## config.mk

```make
export PLATFORM = sky130hd
export DESIGN_NAME = gtc_timer
export DESIGN_NICKNAME = d
export VERILOG_FILES = /design/src/include/gtc_pkg.sv /design/src/hw/gtc_edge_sync.sv /design/src/hw/gtc_timer.sv
export SDC_FILE = /design/constraint.sdc
export NUM_CORES = 1
export LEC_CHECK = 0
export BUFFER_PORTS_ARGS = -buffer_cell sky130_fd_sc_hd__buf_2
export CORE_UTILIZATION = 50
export CTS_CLUSTER_DIAMETER = 30
export DETAILED_ROUTE_END_ITERATION = 10
export GPL_TIMING_DRIVEN = 0
export PLACE_DENSITY = 0.7
export SLEW_MARGIN = 20
export SYNTH_ARGS = -nofsm -noshare
export SYNTH_HDL_FRONTEND = slang
export SYNTH_SLANG_ARGS = --single-unit
```

## constraint.sdc

```tcl
create_clock -name core_clk -period 2.65 [get_ports core_clk]
set_input_delay 0.53 -clock core_clk [delete_from_list [all_inputs] [get_ports core_clk]]
set_output_delay 0.53 -clock core_clk [all_outputs]
set_load 0.01 [all_outputs]
```

## src/include/gtc_pkg.sv

```systemverilog
// package: register map, field layout and constants of the gated 16-bit timer/counter
package gtc_pkg;
   // ----------------------------------------------------------------------
   // register offsets (plain port, 8-bit data)
   // ----------------------------------------------------------------------
   localparam logic [3:0] OFS_COUNT_LOW    = 4'h0;
   localparam logic [3:0] OFS_COUNT_HIGH   = 4'h1;
   localparam logic [3:0] OFS_COUNTER_CTRL = 4'h2;
   localparam logic [3:0] OFS_GATE_CTRL    = 4'h3;
   localparam logic [3:0] OFS_STATUS       = 4'h4;

   // ----------------------------------------------------------------------
   // counter_control field positions
   // ----------------------------------------------------------------------
   localparam int CC_ON_BIT     = 0;
   localparam int CC_SYNCB_BIT  = 2;
   localparam int CC_OSCEN_BIT  = 3;
   localparam int CC_PS_LSB     = 4;
   localparam int CC_CS_LSB     = 6;
   localparam logic [7:0] CC_RW_MASK = 8'hfd;

   // ----------------------------------------------------------------------
   // gate_control field positions
   // ----------------------------------------------------------------------
   localparam int GC_GSS_LSB    = 0;
   localparam int GC_POL_BIT    = 6;
   localparam int GC_GE_BIT     = 7;
   localparam logic [7:0] GC_RW_MASK = 8'hc3;

   // status: bit 0 overflow flag (write 1 clears), bit 1 secondary osc running
   localparam int ST_OVF_BIT    = 0;
   localparam int ST_OSC_BIT    = 1;

   // ----------------------------------------------------------------------
   // reset values
   // ----------------------------------------------------------------------
   localparam logic [7:0]  RST_CTRL  = 8'h00;
   localparam logic [7:0]  RST_GATE  = 8'h00;
   localparam logic [15:0] RST_COUNT = 16'h0000;

   // ----------------------------------------------------------------------
   // clock select and gate source encodings
   // ----------------------------------------------------------------------
   typedef enum logic [1:0] {
      CS_INSTR  = 2'b00,
      CS_SYSTEM = 2'b01,
      CS_EXT    = 2'b10,
      CS_LFOSC  = 2'b11
   } gtc_clk_sel_t;

   typedef enum logic [1:0] {
      GS_PIN      = 2'b00,
      GS_T8_OVF   = 2'b01,
      GS_PERIOD   = 2'b10,
      GS_RESERVED = 2'b11
   } gtc_gate_src_t;

   // instruction clock is system clock / 4
   localparam logic [1:0]  INSTR_DIV_LAST = 2'h3;
   localparam logic [15:0] SYS_STEP       = 16'h0004;
   localparam logic [15:0] UNIT_STEP      = 16'h0001;
endpackage

```

## src/hw/gtc_edge_sync.sv

```systemverilog
// two-stage synchroniser with rising and falling edge detection
`timescale 1ns/10ps
module gtc_edge_sync (
   // clock and reset
   input  wire logic core_clk,
   input  wire logic arst_n,
   input  wire logic clk_en,
   // asynchronous level in
   input  wire logic async_in,
   // synchronised level and edges
   output logic      level,
   output logic      rise,
   output logic      fall
);
   logic meta;
   logic sync;
   logic prev;

   // first stage feeds only the second stage
   always_ff @(posedge core_clk or negedge arst_n) begin
      if (!arst_n) begin
         meta <= 1'b0;
         sync <= 1'b0;
         prev <= 1'b0;
      end else if (clk_en) begin
         meta <= async_in;
         sync <= meta;
         prev <= sync;
      end
   end

   assign level = sync;
   assign rise  = sync & ~prev;
   assign fall  = ~sync & prev;
endmodule

```

## src/hw/gtc_timer.sv

```systemverilog
// gated 16-bit timer/counter with prescaler, clock select and gate polarity
//
// The placing of the registers and the address-and-strobe port are this design's own decisions.
`timescale 1ns/10ps
module gtc_timer
   import gtc_pkg::*;
(
   // clock, reset, enable
   input  wire logic       core_clk,
   input  wire logic       arst_n,
   input  wire logic       clk_en,
   // register port
   input  wire logic [3:0] reg_addr,
   input  wire logic [7:0] reg_wdata,
   input  wire logic       reg_wr,
   input  wire logic       reg_rd,
   output logic      [7:0] reg_rdata,
   // clock sources
   input  wire logic       external_clock_pin,
   input  wire logic       secondary_osc_in,
   input  wire logic       low_freq_internal_osc,
   // gate sources
   input  wire logic       gate_pin,
   input  wire logic       t8_overflow_pulse,
   input  wire logic       period_match_pulse,
   // oscillator and status outputs
   output logic            secondary_osc_out,
   output logic            secondary_osc_run,
   output logic            overflow_flag,
   output logic            wake_request
);
   // ----------------------------------------------------------------------
   // state
   // ----------------------------------------------------------------------
   logic [7:0]  counter_control;
   logic [7:0]  gate_control;
   logic [15:0] count;
   logic [2:0]  prescale_cnt;
   logic [1:0]  instr_phase;
   logic        armed;
   logic        ovf_hold;

   logic        ext_level;
   logic        ext_rise;
   logic        ext_fall;
   logic        osc_level;
   logic        osc_rise;
   logic        osc_fall;
   logic        lf_rise;
   logic        gpin_level;

   // ----------------------------------------------------------------------
   // decoded fields
   // ----------------------------------------------------------------------
   logic         counter_on;
   logic         sync_bypass;
   logic         secondary_osc_enable;
   logic [1:0]   prescale_select;
   gtc_clk_sel_t clock_select;
   gtc_gate_src_t gate_source_select;
   logic         gate_polarity;
   logic         gate_enable;

   assign counter_on           = counter_control[CC_ON_BIT];
   assign sync_bypass          = counter_control[CC_SYNCB_BIT];
   assign secondary_osc_enable = counter_control[CC_OSCEN_BIT];
   assign prescale_select      = counter_control[CC_PS_LSB +: 2];
   assign clock_select         = gtc_clk_sel_t'(counter_control[CC_CS_LSB +: 2]);
   assign gate_source_select   = gtc_gate_src_t'(gate_control[GC_GSS_LSB +: 2]);
   assign gate_polarity        = gate_control[GC_POL_BIT];
   assign gate_enable          = gate_control[GC_GE_BIT];

   // byte write detect, used for prescaler clear, arming clear and overflow suppression
   function automatic logic is_count_write(input logic wr, input logic [3:0] a);
      is_count_write = wr && (a == OFS_COUNT_LOW || a == OFS_COUNT_HIGH);
   endfunction

   logic count_wr;
   assign count_wr = is_count_write(reg_wr, reg_addr);

   // ----------------------------------------------------------------------
   // synchronisers for every pin and foreign clock
   // ----------------------------------------------------------------------
   gtc_edge_sync u_ext (
      .core_clk (core_clk),
      .arst_n   (arst_n),
      .clk_en   (clk_en),
      .async_in (external_clock_pin),
      .level    (ext_level),
      .rise     (ext_rise),
      .fall     (ext_fall)
   );

   gtc_edge_sync u_osc (
      .core_clk (core_clk),
      .arst_n   (arst_n),
      .clk_en   (clk_en),
      .async_in (secondary_osc_in),
      .level    (osc_level),
      .rise     (osc_rise),
      .fall     (osc_fall)
   );

   gtc_edge_sync u_lf (
      .core_clk (core_clk),
      .arst_n   (arst_n),
      .clk_en   (clk_en),
      .async_in (low_freq_internal_osc),
      .level    (),
      .rise     (lf_rise),
      .fall     ()
   );

   gtc_edge_sync u_gate (
      .core_clk (core_clk),
      .arst_n   (arst_n),
      .clk_en   (clk_en),
      .async_in (gate_pin),
      .level    (gpin_level),
      .rise     (),
      .fall     ()
   );

   // ----------------------------------------------------------------------
   // secondary oscillator: inverting amplifier stand-in, gated by enable
   // ----------------------------------------------------------------------
   // the core holds no sleep state, so the enable alone keeps it running
   assign secondary_osc_out = secondary_osc_enable & ~secondary_osc_in;
   assign secondary_osc_run = secondary_osc_enable;

   // ----------------------------------------------------------------------
   // instruction phase: one instruction cycle per four system clocks
   // ----------------------------------------------------------------------
   always_ff @(posedge core_clk or negedge arst_n) begin
      if (!arst_n) begin
         instr_phase <= 2'h0;
      end else if (clk_en) begin
         instr_phase <= instr_phase + 2'h1;
      end
   end

   // ----------------------------------------------------------------------
   // clock source tick selection
   // ----------------------------------------------------------------------
   logic src_tick;
   logic pin_rise;
   logic pin_fall;
   logic ext_mode;

   // secondary oscillator replaces the pin when its enable is set
   assign pin_rise = secondary_osc_enable ? osc_rise : ext_rise;
   assign pin_fall = secondary_osc_enable ? osc_fall : ext_fall;
   assign ext_mode = (clock_select == CS_EXT);

   always_comb begin
      case (clock_select)
         CS_INSTR:  src_tick = (instr_phase == INSTR_DIV_LAST);
         CS_SYSTEM: src_tick = (instr_phase == INSTR_DIV_LAST);  // four per cycle, see step
         CS_EXT:    src_tick = pin_rise & armed;
         default:   src_tick = lf_rise;
      endcase
   end

   // ----------------------------------------------------------------------
   // gate source and enable
   // ----------------------------------------------------------------------
   logic gate_src;
   logic run;

   always_comb begin
      case (gate_source_select)
         GS_PIN:    gate_src = gpin_level;
         GS_T8_OVF: gate_src = t8_overflow_pulse;
         GS_PERIOD: gate_src = period_match_pulse;
         default:   gate_src = 1'b0;
      endcase
   end

   // off, always on, or gated by level matching polarity
   assign run = counter_on && (!gate_enable || (gate_src == gate_polarity));

   // ----------------------------------------------------------------------
   // counter-mode arming: a falling edge must be seen first
   // ----------------------------------------------------------------------
   always_ff @(posedge core_clk or negedge arst_n) begin
      if (!arst_n) begin
         armed <= 1'b0;
      end else if (clk_en) begin
         if (!counter_on || count_wr) begin
            armed <= 1'b0;
         end else if (pin_fall) begin
            armed <= 1'b1;
         end
      end
   end

   // ----------------------------------------------------------------------
   // prescaler: hidden, cleared by any counter byte write
   // ----------------------------------------------------------------------
   logic pre_tick;
   logic [2:0] pre_last;

   assign pre_last = 3'((4'h1 << prescale_select) - 4'h1);
   assign pre_tick = src_tick && run && (prescale_cnt == pre_last);

   always_ff @(posedge core_clk or negedge arst_n) begin
      if (!arst_n) begin
         prescale_cnt <= 3'h0;
      end else if (clk_en) begin
         if (count_wr) begin
            prescale_cnt <= 3'h0;
         end else if (src_tick && run) begin
            prescale_cnt <= (prescale_cnt >= pre_last) ? 3'h0 : prescale_cnt + 3'h1;
         end
      end
   end

   // ----------------------------------------------------------------------
   // 16-bit count; byte writes override an increment in the same cycle
   // ----------------------------------------------------------------------
   logic [15:0] step;
   logic [16:0] next_sum;
   logic        rollover;

   assign step     = (clock_select == CS_SYSTEM) ? SYS_STEP : UNIT_STEP;
   assign next_sum = {1'b0, count} + {1'b0, step};
   assign rollover = pre_tick && !count_wr && next_sum[16];

   always_ff @(posedge core_clk or negedge arst_n) begin
      if (!arst_n) begin
         count <= RST_COUNT;
      end else if (clk_en) begin
         if (reg_wr && reg_addr == OFS_COUNT_LOW) begin
            count[7:0] <= reg_wdata;
         end else if (reg_wr && reg_addr == OFS_COUNT_HIGH) begin
            count[15:8] <= reg_wdata;
         end else if (pre_tick) begin
            count <= next_sum[15:0];
         end
      end
   end

   // ----------------------------------------------------------------------
   // overflow flag: set wins over software clear
   // ----------------------------------------------------------------------
   always_ff @(posedge core_clk or negedge arst_n) begin
      if (!arst_n) begin
         ovf_hold <= 1'b0;
      end else if (clk_en) begin
         if (rollover) begin
            ovf_hold <= 1'b1;
         end else if (reg_wr && reg_addr == OFS_STATUS && reg_wdata[ST_OVF_BIT]) begin
            ovf_hold <= 1'b0;
         end
      end
   end

   assign overflow_flag = ovf_hold;
   // only async external counting may wake a sleeping core
   assign wake_request  = ovf_hold && sync_bypass && ext_mode;

   // ----------------------------------------------------------------------
   // control registers
   // ----------------------------------------------------------------------
   always_ff @(posedge core_clk or negedge arst_n) begin
      if (!arst_n) begin
         counter_control <= RST_CTRL;
         gate_control    <= RST_GATE;
      end else if (clk_en && reg_wr) begin
         if (reg_addr == OFS_COUNTER_CTRL) begin
            counter_control <= reg_wdata & CC_RW_MASK;
         end else if (reg_addr == OFS_GATE_CTRL) begin
            gate_control <= reg_wdata & GC_RW_MASK;
         end
      end
   end

   // ----------------------------------------------------------------------
   // read data, one cycle after the strobe
   // ----------------------------------------------------------------------
   // count is a single-clock register, so each byte read is stable
   always_ff @(posedge core_clk or negedge arst_n) begin
      if (!arst_n) begin
         reg_rdata <= 8'h00;
      end else if (clk_en) begin
         if (!reg_rd) begin
            reg_rdata <= 8'h00;
         end else if (reg_addr == OFS_COUNT_LOW) begin
            reg_rdata <= count[7:0];
         end else if (reg_addr == OFS_COUNT_HIGH) begin
            reg_rdata <= count[15:8];
         end else if (reg_addr == OFS_COUNTER_CTRL) begin
            reg_rdata <= counter_control;
         end else if (reg_addr == OFS_GATE_CTRL) begin
            reg_rdata <= gate_control;
         end else if (reg_addr == OFS_STATUS) begin
            reg_rdata <= {6'h00, secondary_osc_enable, ovf_hold};
         end else begin
            reg_rdata <= 8'h00;
         end
      end
   end

   // sync_bypass only selects wake behaviour here: all pin and oscillator counting is sampled
   // through synchronisers, so a mode switch neither skips nor adds counts
endmodule

```

==> results of run 1 <==
## power breakdown
group          switching [mW]  total (mW)  internal (mW)
Sequential              0.130        1.07          0.938
Combinational           0.312       0.592          0.280
Clock                   0.279       0.462          0.183
## sequential cells by signal, summed over array words and instances (netlist names)
name             flops
count               16
reg_rdata            8
counter_control      7
gate_control         4
prescale_cnt         3
instr_phase          2
armed                1
overflow_flag        1
u_ext.level          1
u_ext.meta           1
u_ext.prev           1
u_gate.level         1
u_gate.meta          1
u_lf.level           1
u_lf.meta            1
u_lf.prev            1
u_osc.level          1
u_osc.meta           1
u_osc.prev           1
## worst max path at each step
stage,endpoint,depth (start not counted)
after floorplan,count[12]$_DFFE_PN0P_,8
after global placement,count[15]$_DFFE_PN0P_,8
after detailed placement,count[15]$_DFFE_PN0P_,8
after CTS,count[15]$_DFFE_PN0P_,8
after global routing,count[15]$_DFFE_PN0P_,8
final,count[15]$_DFFE_PN0P_,8
## cells by family after synthesis
| family | after synthesis | synth area share |
|---|---|---|
| muxes | 24 | 0.0847 |
| xor gates and xnor gates | 4 | 0.0111 |
| adders and majority gates | 8 | 0.0318 |
| buffers and inverters | 36 | 0.0453 |
| and+or+nand+nor | 117 | 0.216 |
| AOI/OAI and AO/OA | 86 | 0.189 |
| DFF | 53 | 0.422 |
## layer usage
metal  up-vias  global-route usage  routed length (µm)
met3        14              0.0528                 585
li1       1304                   -                   -
met5         -                   0                   0
met1      1334               0.370                3650
met4         0              0.0750                 106
met2       115               0.428                3760
## final cells by class
| type | count | area share |
|---|---|---|
| plain buffers | 14 | 0.0172 |
| clock buffers | 5 | 0.0197 |
| clock inverters | 2 | 0.00465 |
| inverters | 22 | 0.0236 |
| multi-input cells | 239 | 0.481 |
| flip-flops and latches | 53 | 0.379 |
| well taps | 75 | 0.0268 |
| repair buffers | 33 | 0.0479 |
## per-stage QoR
step / std cells / hold slack, ps
floorplan: 328 / 234
global placement: 436 / 467
detailed placement: 436 / 467
CTS: 443 / 266
global route: 443 / 288
finish: 443 / 237
## timing repair
action                     CTS  global route
resized for setup            0             2
buffers inserted             0             0
setup endpoints to repair    0             3
## cells in the final DEF (no fill, tap or decap), types with 2 or more instances in the layout
| cell type | instances |
|---|---|
| o32ai_1 | 4 |
| a211oi_1 | 7 |
| and3_1 | 14 |
| nand2b_1 | 7 |
| a31oi_1 | 3 |
| and4_1 | 4 |
| o2111ai_1 | 2 |
| o21ai_0 | 23 |
| o31a_1 | 2 |
| or3_1 | 8 |
| buf_1 | 2 |
| nor2b_1 | 6 |
| nor4b_4 | 2 |
| o22ai_1 | 11 |
| a22o_1 | 2 |
| nand4_1 | 3 |
| a22oi_1 | 2 |
| inv_1 | 22 |
| nor2_1 | 16 |
| xnor2_1 | 3 |
| and2_1 | 5 |
| a21o_1 | 2 |
| nand2_1 | 18 |
| dfrtp_1 | 53 |
| a21boi_0 | 2 |
| a311oi_1 | 7 |
| clkbuf_8 | 5 |
| mux2_2 | 21 |
| buf_2 | 32 |
| nand3_1 | 11 |
| clkbuf_1 | 11 |
| mux2i_1 | 3 |
| a21oi_1 | 8 |
| nor3_1 | 11 |
| ha_1 | 8 |
==> flow_metrics.tcl, run 1 <==
set metrics [dict create \
    outcome "completed" \
    worstMarginPinSlew_ps 681 \
    pre_cts_slack_ps 35.7 \
    grt_pass1_vias 2605 \
    drv_cap 0 \
    hp-class "input port to asynchronous set/reset pin" \
    rrSetupSlack_ps 160 \
    ys_ff_latch 53 \
    regArea_um2 1330 \
    core_area_um2 5990 \
    yosys.area.top_type_share 0.422 \
    pin_count 35 \
    final_nets 399 \
    cp-end-kind "flop" \
    yosys-top-cells-area "dfrtp_1, mux2_2, o21ai_0" \
    n_fill_cell 542 \
    fin_crit_ps 2490 \
    tns_ps 0 \
    rows 28 \
    die_h_um 81.3 \
    root_buffer "clkbuf_8" \
    slew-limit-headroom 0.546 \
    crit_path_max_incr_delay_ps 450 \
    crit_slowest_cell "nor4b_4" \
    cp-start-kind "flop" \
    design_area_um2 3500 \
    arrival_ps 2700 \
    p_per_area_nw_per_um2 606 \
    fmaxAchievable_mhz 402 \
    timing.rr.start "counter_control[5]$_DFFE_PN0P_" \
    multiInputGateArea_um2 1690 \
    wl_per_cell_um 18.3 \
    cts_made_buffers 5 \
    port_buffers 33 \
    setup_viol 0 \
    slew_violations 0 \
    drc 0 \
    syn_nets 359 \
    ys_types 56 \
    ant_nets 0 \
    clk_latency_ps 320 \
    synthToLayoutAreaGrowth_pct 11.3 \
    p_leak_nw 1.54 \
    cpMostUsedCell "a311oi_1" \
    drive_above_1_share 0.190 \
    routed_via_density 6.25 \
    dp_hpwl_mm 6.08 \
    critical_path_class "flop to flop" \
    cts_max_path_buffers 2 \
    dieArea_um2 6610 \
    path_cells "inv_1 -> nand2_1 -> ha_1 -> nand3_1 -> nor2_2 -> nor4b_4 -> a311oi_1 -> a311oi_1" \
    wl_mm 8.11 \
    overflow 0 \
    syn-cell-area_um2 3150 \
    syn-instance-count 328 \
    timing.final.ws_setup_ps 160 \
    yosysSeqAreaShare 0.422 \
    ys_async_sr_fraction 1.00 \
    reg2reg_depth 8 \
    skew_ps 9.08 \
    diodes 0 \
    cp_max_fo 7 \
    yosys-top-cells-count "dfrtp_1, o21ai_0, inv_1" \
    grtUsageTotal 0.269 \
    antenna_found_initial 0 \
    synth_top_cell_by_area "dfrtp_1" \
    placed_area_um2 3410 \
    startpoint "counter_control[5]$_DFFE_PN0P_" \
    synth.avg_cell_area_um2 9.59 \
    initial_core_util 0.525 \
    gp_congestion 0.942 \
    grt_pass1_wl_mm 13.2 \
    path_buf_inv 1 \
    r2r_end "count[15]$_DFFE_PN0P_" \
    htreeDepth 2 \
    total_power_mw 2.12 \
    fin_crit_sh 0.940 \
    cts.clk_slew.worst_paths_ps 100 \
    synth.most_common_cell "dfrtp_1" \
    hold_viol_final 0 \
    utilization 0.584 \
    rsz0062_at_grt "no" \
    vias 2767 \
    first_pass_iters 6 \
    ys.warnings.count 0 \
    drt_iter0_drc 277 \
    critPathTopFamily "simple AND/OR/NAND/NOR gates" \
    clock-sinks 53 \
    die-width_um 81.3 \
    vdd_drop_max_mv 0.442 \
    required_ps 2860 \
    cts_tree "yes" \
    grt_max_degree 54 \
    synth_edf_count 0 \
    holdBufCountCts 0 \
    ys.flop_type "dfrtp_1" \
]
(Power assumes the default switching activity.)
==> run 2, diff against run 1 <==
- RECOVER_POWER: default -> 100
==> run 2 against run 1 <==
  * Largest cell class unchanged
  * Critical path depth is the same
  * Utilization shrank 0.73 points
  * Critical path type unchanged
  * Global-route usage unchanged
==> flow_metrics.tcl, run 2 (synthesized netlist as in run 1, its figures left out) <==
set metrics [dict create \
    worstMarginPinSlew_ps 1340 \
    vias 2806 \
    placed_area_um2 3410 \
    final_common_cell "dfrtp_1" \
    overflow 0 \
    sw_frac_of_total 0.340 \
    p_int_mw 1.39 \
    path_buf_inv 1 \
    drive_above_1_share 0.149 \
    largestRegisters "count x16, reg_rdata x8, counter_control x7" \
    drv_cap 0 \
    die_h_um 81.3 \
    crit_end "count[15]$_DFFE_PN0P_" \
    highest-signal-layer "met4" \
    synthToLayoutAreaGrowth_pct 9.90 \
    slew_violations 0 \
    crit_path_max_incr_delay_ps 450 \
    htreeDepth 2 \
    fmaxAchievable_mhz 400 \
    skew_ps 7.83 \
    drt_iter0_drc 284 \
    design_area_um2 3460 \
    r2r_end "count[15]$_DFFE_PN0P_" \
    rows 28 \
    wl_per_cell_um 18.4 \
    cts_made_buffers 5 \
    arrival_ps 2710 \
    grtUsageTotal 0.269 \
    core_area_um2 5990 \
    cpMostUsedCell "a311oi_1" \
    grt_max_degree 54 \
    root_buffer "clkbuf_8" \
    rsz0062_at_grt "no" \
    comb_power_share 0.274 \
    rrSetupSlack_ps 150 \
    cts.clk_slew.worst_paths_ps 100 \
    drc 0 \
    hold_start "external_clock_pin" \
    met3_length_um 548 \
    p_leak_nw 1.47 \
    holdBufCountCts 0 \
    grt_pass1_wl_mm 13.2 \
    gp_congestion 0.942 \
    final_cell_mix "dfrtp_1, clkbuf_1, o21ai_0" \
    critPathTopFamily "simple AND/OR/NAND/NOR gates" \
    diodes 0 \
    final_nets 399 \
    n_fill_cell 556 \
    hp-class "input port to flop" \
    tns_ps 0 \
    fin_crit_ps 2500 \
    largest_reg_flops 16 \
    first_pass_iters 6 \
    critical_path_class "flop to flop" \
    p_seq_frac 0.507 \
    antenna_found_initial 0 \
    setup_viol 0 \
    ant_nets 0 \
    slew-limit-headroom 0.109 \
    cp-end-kind "flop" \
    fin_crit_sh 0.944 \
    port_buffers 33 \
    clock-sinks 53 \
    cts_tree "yes" \
    outcome "completed" \
    pin_count 35 \
    crit_cells 8 \
    wl_mm 8.15 \
    timing.rr.start "counter_control[5]$_DFFE_PN0P_" \
    path_cells "inv_1 -> nand2_1 -> ha_1 -> nand3_1 -> nor2_2 -> nor4b_4 -> a311oi_1 -> a311oi_1" \
    dr_wl_met2_mm 3.70 \
    routed_via_density 6.33 \
    die-width_um 81.3 \
    initial_core_util 0.525 \
    hold_viol_final 0 \
    vdd_drop_max_mv 0.442 \
    crit_slowest_cell "nor4b_4" \
    m1WireLength_mm 3.72 \
    startpoint "counter_control[5]$_DFFE_PN0P_" \
    dp_hpwl_mm 6.08 \
    regMostFlops "count" \
    required_ps 2860 \
    p_per_area_nw_per_um2 609 \
    dieArea_um2 6610 \
    clk_latency_ps 310 \
    clock_power_share 0.219 \
    grt_pass1_vias 2605 \
    cp_max_fo 7 \
    switching_power_mw 0.715 \
    reg2reg_depth 8 \
    cp-start-kind "flop" \
    cts_max_path_buffers 2 \
]
run 2: changes by cell type in the layout (fill, tap and decap cells not counted), moves of 2 or more:
cell,before,now
and2_0,0,2
and2_1,5,3
buf_2,32,18
clkbuf_1,11,26
clkbuf_2,0,2
run 2: timing repair:
action / in CTS / in global routing
endpoints found under the setup margin: 0 / 3
hold endpoints to repair: 0 / 0
gates resized for setup: 0 / 2
setup buffers: 0 / 0
run 2: area by class of cell:
class,instances,area [µm²],area share
plain buffers,14,53.8,0.0156
clock buffers,5,68.8,0.0199
clock inverters,2,16.3,0.00471
inverters,22,82.6,0.0239
multi-input cells,239,1670,0.482
flip-flops and latches,53,1330,0.384
well taps,75,93.8,0.0271
repair buffers,33,148,0.0427
run 2: worst min-delay path by stage:
stage	end	cells after the start
global route	u_lf.meta$_DFFE_PN0P_	2
floorplan	armed$_DFFE_PN0P_	0
global placement	instr_phase[0]$_DFFE_PN0P_	1
finish	u_ext.meta$_DFFE_PN0P_	2
CTS	u_osc.meta$_DFFE_PN0P_	1
detailed placement	instr_phase[0]$_DFFE_PN0P_	1
run 2: power groups by stage:
stage	registers, mW	clock network (mW)	logic [mW]
global placement	1.08	0	0.570
detailed placement	1.08	0	0.583
floorplan	1.04	0	0.435
global route	1.09	0.500	0.644
finish	1.07	0.461	0.577
CTS	1.07	0.473	0.587
run 2: metrics by stage:
stage,hold WS [ps],total power [mW],utilization,worst slack (ps),cells
floorplan,234,1.48,-,618,328
finish,442,2.11,0.577,147,443
detailed placement,467,1.66,0.569,35.7,436
CTS,266,2.13,0.583,16.1,443
global route,429,2.23,0.577,1.89,443
global placement,467,1.65,0.568,122,436
run 2: worst reg2reg max path, cell delays in order, from the launching register on:
cell	delay, ps
dfrtp_1	400
inv_1	100
nand2_1	60
ha_1	280
nand3_1	270
nor2_2	390
nor4b_4	450
a311oi_1	150
a311oi_1	300
run 2: layer usage:
layer / vias up / GRT usage
met3: 21 / 0.0528
met1: 1354 / 0.370
li1: 1303 / -
met5: - / 0
met2: 128 / 0.428
met4: 0 / 0.0750
